<file path="src/core/mpdp_map.svh">
// Purpose: Constants for the parallel display host port.
// Assumes: Included by its bare name.
// Notes:   Bus-width mode codes and pixel cycle counts.
`ifndef MPDP_MAP_SVH
`define MPDP_MAP_SVH
`define MPDP_BUS_W        16
`define MPDP_MODE_W       3
`define MPDP_MODE_16_565  3'h0
`define MPDP_MODE_16_888  3'h1
`define MPDP_MODE_12      3'h2
`define MPDP_MODE_9       3'h3
`define MPDP_MODE_8       3'h4
`define MPDP_CYC_565      2'h1
`define MPDP_CYC_888      2'h3
`define MPDP_CYC_12       2'h2
`define MPDP_CYC_9        2'h2
`define MPDP_CYC_8        2'h3
`endif

</file>
<file path="src/core/mpdp_pkg.sv">
// Purpose: Types for the parallel display host port.
// Assumes: mpdp_map.svh holds the numbers.
// Notes:   Pixel is 8-8-8; narrow formats are left aligned.
`include "mpdp_map.svh"
package mpdp_pkg;
    typedef logic [`MPDP_BUS_W-1:0] mpdp_word_t;
    typedef struct packed {
        logic [7:0] red;
        logic [7:0] green;
        logic [7:0] blue;
    } mpdp_pixel_t;
    typedef struct packed {
        logic       is_data;
        mpdp_word_t word;
    } mpdp_wr_t;
    typedef struct packed {
        logic cs_n;
        logic dc;
        logic rd_n;
        logic wr_n;
    } mpdp_ctl_t;
endpackage

</file>
<file path="src/core/mpdp_port.sv">
// Purpose: Device side of the parallel MCU host port of a display module.
// Assumes: Host pins synchronous to MCLK_I; strobes last two clocks.
// Notes:   Side pins other than TOUCH_IRQ_I are static levels passed to the panel logic.
`timescale 1ns/10ps
`default_nettype none
`include "mpdp_map.svh"
module mpdp_port
    import mpdp_pkg::*;
(
    // Clock and reset
    input  wire logic                    MCLK_I,
    input  wire logic                    RST_N_I,
    // Host control, all active low except data/command
    input  wire logic                    CS_N_I,
    input  wire logic                    DC_I,
    input  wire logic                    RD_N_I,
    input  wire logic                    WR_N_I,
    // Data bus, three signals
    input  wire mpdp_pkg::mpdp_word_t    DATA_I,
    output mpdp_pkg::mpdp_word_t         DATA_O,
    output logic                         DATA_OE_O,
    // Core side
    input  wire logic [`MPDP_MODE_W-1:0] MODE_I,
    input  wire mpdp_pkg::mpdp_word_t    RD_DATA_I,
    output logic                         CMD_VLD_O,
    output mpdp_pkg::mpdp_word_t         CMD_O,
    output logic                         PARAM_VLD_O,
    output mpdp_pkg::mpdp_word_t         PARAM_O,
    output logic                         RD_REQ_O,
    output logic                         RD_IS_DATA_O,
    output logic                         PIX_VLD_O,
    output mpdp_pkg::mpdp_pixel_t        PIX_O,
    // Side pins
    input  wire logic                    BACKLIGHT_ON_I,
    input  wire logic                    SCAN_LR_I,
    input  wire logic                    SCAN_UD_I,
    input  wire logic                    TOUCH_RESET_N_I,
    input  wire logic                    TOUCH_WAKE_N_I,
    input  wire logic                    TOUCH_IRQ_I,
    output logic                         BACKLIGHT_LIT_O,
    output logic                         SCAN_L2R_O,
    output logic                         SCAN_B2T_O,
    output logic                         TOUCH_HOLD_O,
    output logic                         TOUCH_WAKE_O,
    output logic                         TOUCH_IRQ_O
);
    import mpdp_pkg::*;

    // A wider bus would need packing rules of its own
    if (`MPDP_BUS_W != 16)
    begin
        $error("mpdp_port serves a 16-bit bus only");
    end

    typedef struct packed {
        mpdp_ctl_t  prev;
        mpdp_wr_t   wr;
        logic       wr_vld;
        logic       rd_req;
        logic       rd_dc;
        logic       oe;
        mpdp_word_t rd_word;
        logic [4:0] side;
    } mpdp_st_t;

    mpdp_st_t st;
    mpdp_st_t next_st;
    logic     wr_rise;
    logic     rd_fall;
    logic     rd_low;

    // ----------------------------------------------------------------
    // Strobe edges
    // ----------------------------------------------------------------
    // Chip select is looked at when the read strobe opens and at the write strobe's rise
    assign wr_rise = !st.prev.wr_n && WR_N_I && !CS_N_I;
    assign rd_fall = st.prev.rd_n && !RD_N_I && !CS_N_I;
    assign rd_low  = !RD_N_I && !CS_N_I;

    always_comb
    begin
        next_st        = st;
        next_st.prev   = '{ CS_N_I, DC_I, RD_N_I, WR_N_I };
        next_st.wr_vld = wr_rise;
        // The bus value of the last clock before the rise is taken,
        // since the host may release it together with the strobe
        if (wr_rise)
            next_st.wr = '{ st.prev.dc, st.wr.word };
        if (!WR_N_I && !CS_N_I)
            next_st.wr.word = DATA_I;
        next_st.rd_req = rd_fall;
        if (rd_fall)
            next_st.rd_dc = DC_I;
        next_st.oe = rd_low;
        if (rd_low)
            next_st.rd_word = RD_DATA_I;
        // Side pins other than TOUCH_IRQ_I are static: registered so they are clean levels
        next_st.side = { BACKLIGHT_ON_I, SCAN_LR_I, SCAN_UD_I,
                         TOUCH_RESET_N_I, TOUCH_WAKE_N_I };
    end

    always_ff @(posedge MCLK_I or negedge RST_N_I)
    begin
        if (!RST_N_I)
        begin
            st      <= '0;
            st.prev <= '{ 1'b1, 1'b0, 1'b1, 1'b1 };
            // Pull-ups on the backlight enable and SCAN_LR_I: lit, left to right out of reset
            st.side <= 5'h18;
        end
        else
            st <= next_st;
    end

    // ----------------------------------------------------------------
    // Outputs
    // ----------------------------------------------------------------
    assign CMD_VLD_O    = st.wr_vld && !st.wr.is_data;
    assign CMD_O        = st.wr.word;
    assign PARAM_VLD_O  = st.wr_vld && st.wr.is_data;
    assign PARAM_O      = st.wr.word;
    assign RD_REQ_O     = st.rd_req;
    assign RD_IS_DATA_O = st.rd_dc;
    // Upper lines carry the read word too; the host ignores them
    // in narrow modes and never drives them
    assign DATA_O       = st.rd_word;
    assign DATA_OE_O    = st.oe && !RD_N_I && !CS_N_I;

    assign BACKLIGHT_LIT_O = st.side[4];
    assign SCAN_L2R_O      = st.side[3];
    assign SCAN_B2T_O      = st.side[2];
    assign TOUCH_HOLD_O    = !st.side[1];
    assign TOUCH_WAKE_O    = !st.side[0];
    assign TOUCH_IRQ_O     = TOUCH_IRQ_I;

    mpdp_packer u_packer
    (
        .clk_i      (MCLK_I),
        .rst_n_i    (RST_N_I),
        .word_vld_i (st.wr_vld),
        .word_i     (st.wr),
        .mode_i     (MODE_I),
        .pix_vld_o  (PIX_VLD_O),
        .pix_o      (PIX_O)
    );
endmodule
`default_nettype wire

</file>
<file path="src/core/mpdp_packer.sv">
// Purpose: Gathers data words into pixels per bus-width mode.
// Assumes: One word_vld pulse per written data word.
// Notes:   A command restarts the pixel phase.
`timescale 1ns/10ps
`default_nettype none
`include "mpdp_map.svh"
module mpdp_packer
    import mpdp_pkg::*;
(
    // Clock and reset
    input  wire logic                    clk_i,
    input  wire logic                    rst_n_i,
    // Words in
    input  wire logic                    word_vld_i,
    input  wire mpdp_pkg::mpdp_wr_t      word_i,
    input  wire logic [`MPDP_MODE_W-1:0] mode_i,
    // Pixels out
    output logic                         pix_vld_o,
    output mpdp_pkg::mpdp_pixel_t        pix_o
);
    import mpdp_pkg::*;

    typedef struct packed {
        logic [1:0]  phase;
        logic        odd;
        mpdp_pixel_t acc;
        mpdp_pixel_t pix;
        logic        vld;
        logic [7:0]  carry;
    } mpdp_pk_st_t;

    mpdp_pk_st_t st;
    mpdp_pk_st_t next_st;

    function automatic logic [1:0] cycles(input logic [2:0] m);
        unique case (m)
            `MPDP_MODE_16_565: cycles = `MPDP_CYC_565;
            `MPDP_MODE_16_888: cycles = `MPDP_CYC_888;
            `MPDP_MODE_12:     cycles = `MPDP_CYC_12;
            `MPDP_MODE_9:      cycles = `MPDP_CYC_9;
            default:           cycles = `MPDP_CYC_8;
        endcase
    endfunction

    always_comb
    begin
        logic [15:0] w;
        logic        last;
        w       = word_i.word;
        next_st = st;
        last    = 1'b0;
        next_st.vld = 1'b0;
        if (word_vld_i && !word_i.is_data)
        begin
            next_st.phase = 2'h0;
            next_st.odd   = 1'b0;
        end
        else if (word_vld_i)
        begin
            last = (st.phase == cycles(mode_i) - 2'h1);
            unique case (mode_i)
                `MPDP_MODE_16_565:
                    next_st.pix = '{ {w[15:11], 3'h0}, {w[10:5], 2'h0},
                                     {w[4:0], 3'h0} };
                `MPDP_MODE_16_888:
                begin
                    // Two pixels over three words, alternating halves
                    if (!st.odd)
                    begin
                        if (st.phase == 2'h0)
                            next_st.acc = '{ w[15:8], w[7:0], 8'h0 };
                        else if (st.phase == 2'h1)
                        begin
                            next_st.pix = '{ st.acc.red, st.acc.green,
                                             w[15:8] };
                            next_st.carry = w[7:0];
                            last = 1'b1;
                        end
                    end
                    else if (st.phase == 2'h0)
                    begin
                        next_st.pix = '{ st.carry, w[15:8], w[7:0] };
                        last = 1'b1;
                    end
                end
                `MPDP_MODE_12:
                    if (st.phase == 2'h0)
                        next_st.acc = '{ w[11:4], {w[3:0], 4'h0}, 8'h0 };
                    else
                        next_st.pix = '{ st.acc.red,
                                         {st.acc.green[7:4], w[11:8]},
                                         w[7:0] };
                `MPDP_MODE_9:
                    if (st.phase == 2'h0)
                        next_st.acc = '{ {w[8:3], 2'h0}, {w[2:0], 5'h0},
                                         8'h0 };
                    else
                        next_st.pix = '{ st.acc.red,
                                         {st.acc.green[7:5], w[8:6], 2'h0},
                                         {w[5:0], 2'h0} };
                default:
                    unique case (st.phase)
                        2'h0:    next_st.acc.red   = w[7:0];
                        2'h1:    next_st.acc.green = w[7:0];
                        default: next_st.pix = '{ st.acc.red,
                                                  st.acc.green, w[7:0] };
                    endcase
            endcase
            if (last)
            begin
                next_st.vld   = 1'b1;
                next_st.phase = 2'h0;
                if (mode_i == `MPDP_MODE_16_888)
                    next_st.odd = ~st.odd;
            end
            else
                next_st.phase = st.phase + 2'h1;
        end
    end

    always_ff @(posedge clk_i or negedge rst_n_i)
    begin
        if (!rst_n_i)
            st <= '0;
        else
            st <= next_st;
    end

    assign pix_vld_o = st.vld;
    assign pix_o     = st.pix;
endmodule
`default_nettype wire

</file>
<file path="config.mk">
export PLATFORM = sky130hd
export DESIGN_NAME = mpdp_port
export DESIGN_NICKNAME = d
export VERILOG_FILES = /design/src/core/mpdp_pkg.sv /design/src/core/mpdp_port.sv /design/src/core/mpdp_packer.sv
export VERILOG_INCLUDE_DIRS = /design/src /design/src/core
export SDC_FILE = /design/constraint.sdc
export NUM_CORES = 1
export LEC_CHECK = 0
export ABC_AREA = 1
export CORE_MARGIN = 2
export CORE_UTILIZATION = 55
export CTS_CLUSTER_DIAMETER = 30
export CTS_CLUSTER_SIZE = 20
export DETAILED_ROUTE_END_ITERATION = 6
export DONT_BUFFER_PORTS = 1
export GPL_ROUTABILITY_DRIVEN = 0
export GPL_TIMING_DRIVEN = 0
export PLACE_DENSITY = 0.78
export SYNTH_ARGS = -nofsm -noshare
export SYNTH_HDL_FRONTEND = slang
export SYNTH_SLANG_ARGS = --single-unit
</file>
<file path="constraint.sdc">
create_clock -name MCLK_I -period 2.6 [get_ports MCLK_I]
set_input_delay 0.26 -clock MCLK_I [delete_from_list [all_inputs] [get_ports MCLK_I]]
set_output_delay 0.26 -clock MCLK_I [all_outputs]
set_load 0.005 [all_outputs]
</file>
# == Yosys cells after proc, flatten, opt, wreduce, memory -nomap -nowiden ==
# Index checks and enable logic that the tools add are counted.
# totals
reg_bits,105
in_bits,47
wordCells,112
# classes
n_addsub,2
eq_ne,15
muxes,38
n_bitwise,4
reduce_logical,32
# op_table
op,n
two-way mux 24 bit,11
one-hot mux 24 bit (4 select lines),1
one-hot mux 16 bit (4 select lines),1
two-way mux 60 bit,1
two-way mux 8 bit,6
one-hot mux 8 bit (3 select lines),1
two-way mux 16 bit,1
AND reduction 8 bit,2
logical AND 1 bit,10
two-way mux 1 bit,10
two-way mux 9 bit,1
zero test 1 bit,7
AND reduction 7 bit,1
"== test 3 x 2 -> 1 bit, second input constant",2
two-way mux 2 bit,3
"inequality test 2 x 1 -> 1 bit, second input constant",3
"inequality test 2 bit, second input constant",3
AND reduction 6 bit,1
nonzero test 2 bit,3
"inequality test 5 x 1 -> 1 bit, second input constant",1
AND reduction 5 bit,1
NOT 1 bit,4
one-hot mux 2 bit (2 select lines),1
nonzero test 4 bit,1
14 further kinds,15

# == Depth between registers and ports, before layout ==
# logic_depth
ltp_word,16
depth_mapped,12
ltp_nobuf,11

# == Cells and area by module ==
# A second synthesis with hierarchy kept.
# hier_totals
hier_cells,693
area_unflattened_um2,5420.2
# modules_own_cells
mod,instances,cells_per_inst,area_per_inst_um2,seq_area_each_um2
mpdp_packer,1,473,3377.0,1301.2
mpdp_port,1,220,2043.2,1131.1

# == Worst setup path after synthesis ==
# No wires, ideal clock.
# synth_timing
path_type,flip-flop to flip-flop
from,register u_packer.st[58] in the netlist's numbering
to,register u_packer.st (netlist bit u_packer.pix_o[0])
setup_ps,117
t_arrival_ps,1477
t_required_ps,2483
slack_ps,1005
stages_incl_launch_ff,13
period_less_slack_ps,1595
cell_sequence,dfrtp_1 -> inv_1 -> ha_1 -> inv_1 -> nand2_1 -> nand2_1 -> nand2_1 -> nand2_1 -> nand3_2 -> buf_4 -> buf_4 -> nand2_1 -> nand2_1
# synth_between
elab_chain_cells,4
elab_cells_between_ends,10
cone_classes,eq/ne (7); reduce/logical (3)
# synth_lines
element,line_no,source
start: declaration,mpdp_packer.sv:32,mpdp_pk_st_t st;
start signal: assignment,mpdp_packer.sv:126,st <= next_st;
== test 2 x 1 -> 1 bit / zero test 2 bit (equally long branches),--,
OR reduction 2 bit (no line),--,
inequality test 5 x 1 -> 1 bit (no line),--,
AND reduction 8 bit (no line) *,--,
# Every way passes the cells marked *; elsewhere a longest branch is shown, timed or not.
# A chain may end at the register's enable or synchronous reset.

# == Worst setup path after layout ==
# layout_timing
from,register u_packer.st[58] in the netlist's numbering
to,register u_packer.st (netlist bit u_packer.pix_o[7])
# The elaborated chain is that of the path after synthesis.

==> metrics.md <==
| Metric | Value |
|---|---|
| Die height | `103.0 µm` |
| Endpoints failing hold | `0` |
| Yosys cell types | `32` |
| Fmax | `about 540 MHz` |
| Area delta synth->final | `12.25%` |
| Crit-path max FO | `10` |
| Largest net degree at the start of global routing | `98` |
| Fillers | `867` |
| Worst EP arrival | `2.17 ns` |
| Total number of vias | `4749` |
| IR drop worst, VDD | `0.4109 mV` |
| Routed wire per std cell | `approximately 16 µm` |
| Pwr/cell area | `778.8 nW/µm²` |
| Crit path launch type | `flip-flop` |
| Leak pwr | `0.003040 µW` |
| Hold_ws | `around 0.015 ns` |
| Fin crit share | `71.78%` |
| Wl on met1 | `5.439 mm` |
| Post-synth EDFFs | `0` |
| Routed WL | `around 14 mm` |
| Endpoint class of the critical path | `flip-flop` |
| Post-CTS Resized | `0` |
| Worst Skew | `0.008437 ns` |
| Count of final setup violators | `0` |
| DIE WIDTH | `103.0 µm` |
| Initial core utilization | `55.94%` |
| Final WS setup | `0.7337 ns` |
| Initial antenna violation count | `0` |
| Remaining Overflow, GRT | `0` |
| Max Used Layer | `met4` |
| Vias in the first global route | `4530` |
| Core footprint | `9639 µm²` |
| Placed cell count | `roughly 830` |
| Power Total | `between 4000 and 5000 µW` |
| IO Port Bufs | `0` |
| Io pins | `131` |
| CTS tree | `built` |
| Top_reg_cell synth | `dfrtp_1` |
| Fin Setup TNS | `0 ns` |
| Async SR Flop Fraction | `100.0%` |
| Die area | `roughly 11000 µm²` |
| # nets final | `between 700 and 800` |
| Syn Inst Count | `692` |
| Clk root buf | `clkbuf_8` |
| Slew at the pin closest to its max-slew limit | `0.4888 ns` |
| Status | `finished clean` |
| Syn Nets | `741` |
| Number of H-tree levels | `3` |
| Register area share after synthesis | `45.10%` |
| Critical path class | `reg -> reg` |
| Clock-pin slew on the worst setup and hold paths | `0.09 ns` |
| Ranking of synthesized cells by area | `dfrtp_1 (43%), nand2_1 (17%), buf_4 (11%), o21ai_0 (5.4%), inv_1 (3.1%)` |
| Post-layout min period | `1.866 ns` |
| Worst min path class | `in -> reg` |
| Routed length on met2 | `around 6.6 mm` |
| Post-route ant nets | `0` |
| Hpwl dp | `9.957 mm` |
| Clock Path Buffers | `2` |
| DR WL met3 | `1.210 mm` |
| DRC Markers | `0` |
| DR iter-0 viols | `558` |
| Post-Syn Area per Cell | `7.793 µm²` |
| CTS Buf Count | `9` |
| # diodes | `0` |
| WP data required | `2.91 ns` |
| Max_cap viols | `0` |
| Hold Path Stages | `2` |
| Max-slew headroom | `67.41%` |
| Vias per cell | `5.471` |
| Yosys warns | `0` |
| Post-synth top area cell | `dfrtp_1` |
| Final Instance Count excl. Fillers | `about 870` |
| RSZ-0062 raised after global routing | `no` |
| Most common cell in the synthesized netlist | `nand2_1` |
| Area share of the largest cell type after synthesis | `43.16%` |
| Multi-input gate area | `2077 µm²` |
| R2R depth | `12` |
| Leading cell types by count after synthesis | `nand2_1 (238), dfrtp_1 (93), buf_4 (77)` |
| Flip-flop and latch area | `2432 µm²` |
| Overall routing resource usage | `27.21%` |
| Drt first pass iters | `7` |
| Final Max Tran Viols | `0` |
| Synthesized cell area | `between 5000 and 6000 µm²` |
| Number of synthesized register bits | `97` |
| Rows | `36` |
| Clk_lat worst skew | `0.37 ns` |
| Clk sinks | `97` |
| First-pass GRT wire length | `21.97 mm` |
| Share of cells above drive strength 1 | `19.73%` |
| Placement Setup Slack | `0.7731 ns` |
-- registers in the layout (all words and copies together) (netlist names) --
signal / flops
BACKLIGHT_LIT_O: 1
CMD_O: 16
DATA_O: 16
RD_IS_DATA_O: 1
RD_REQ_O: 1
SCAN_B2T_O: 1
SCAN_L2R_O: 1
st: 8
u_packer.pix_o: 24
u_packer.pix_vld_o: 1
u_packer.st: 27
-- report_power, final --
part           internal (µW)  leakage [µW]  switching [µW]
clock network            498      0.000103             516
logic                    715       0.00172             815
registers               1900       0.00122             266
total                   3120       0.00304            1600
-- logic make-up after synthesis --
logic type | count (synthesis) | share of synthesized area, %
and+or+nand+nor | 328 | 26.59
buffers and inverters | 150 | 16.38
AOI/OAI and AO/OA | 115 | 11.46
DFF | 97 | 45.10
adders and majority gates | 2 | 0.4640
-- area by class of cell --
class / instances / share of cell area (%)
Sequential cell: 97 / 40.18
Multi-Input combinational cell: 445 / 34.31
Buffer: 97 / 11.31
Timing Repair Buffer: 27 / 4.754
Inverter: 53 / 3.286
Tap cell: 133 / 2.749
Clock buffer: 12 / 2.563
Clock inverter: 4 / 0.8475
-- through the flow --
stage / utilization (%) / area, µm²
2_1_floorplan: - / 5393
6_report: 62.80 / 6053
4_1_cts: 62.80 / 6053
3_3_place_gp: 57.67 / 5559
3_5_place_dp: 57.67 / 5559
5_1_grt: 62.80 / 6053
-- cell usage in the layout (no fill, tap or decap), types with 2 or more instances in the layout --
cell type,n
o21ai_2,5
a21oi_1,26
nand4_1,10
inv_2,8
nor2_4,3
buf_2,7
clkbuf_1,10
o22ai_1,4
buf_4,77
nand3_1,17
o21ai_0,58
nand2_1,238
inv_1,44
nor2_8,3
nor2_2,3
o21ai_1,18
nor2_1,37
dlygate4sd3_1,26
ha_1,2
dfstp_2,4
nand2_4,4
clkbuf_8,11
buf_6,3
o211ai_1,2
nand2_2,9
dfrtp_1,93
-- critical path: stages, from the launching register on --
cell     delay, ns
dfrtp_1       0.38
inv_1         0.09
ha_1          0.29
inv_1         0.11
nand2_1       0.07
nand2_1       0.08
nand2_1       0.05
nand2_1       0.06
nand3_2       0.10
inv_2         0.18
buf_2         0.24
nand2_1       0.09
nand2_1       0.06
-- what timing repair did --
item | 4_1_cts | 5_1_grt
hold buffers | 27 | 0
setup buffers | 0 | 0
endpoints found under the hold margin | 123 | 0
-- final timing paths --
kind,endpoint,from,slack [ns]
min reg2reg,st[41],st[44],0.47
max in group asynchronous,BACKLIGHT_LIT_O,RST_N_I,1.71
min,CMD_O[3],DATA_I[3],0.02
min in group asynchronous,u_packer.pix_o[21],RST_N_I,0.53
max reg2reg,u_packer.pix_o[7],u_packer.st[58],0.73
max,u_packer.pix_o[7],u_packer.st[58],0.73
-- metal layers --
metal | vias up | track usage, %
li1 | 2182 | -
met1 | 2225 | 35.28
met2 | 273 | 43.81
met3 | 69 | 6.305
met4 | 0 | 12.04
met5 | - | 0
Note: power is estimated with default switching activity, not from simulation.
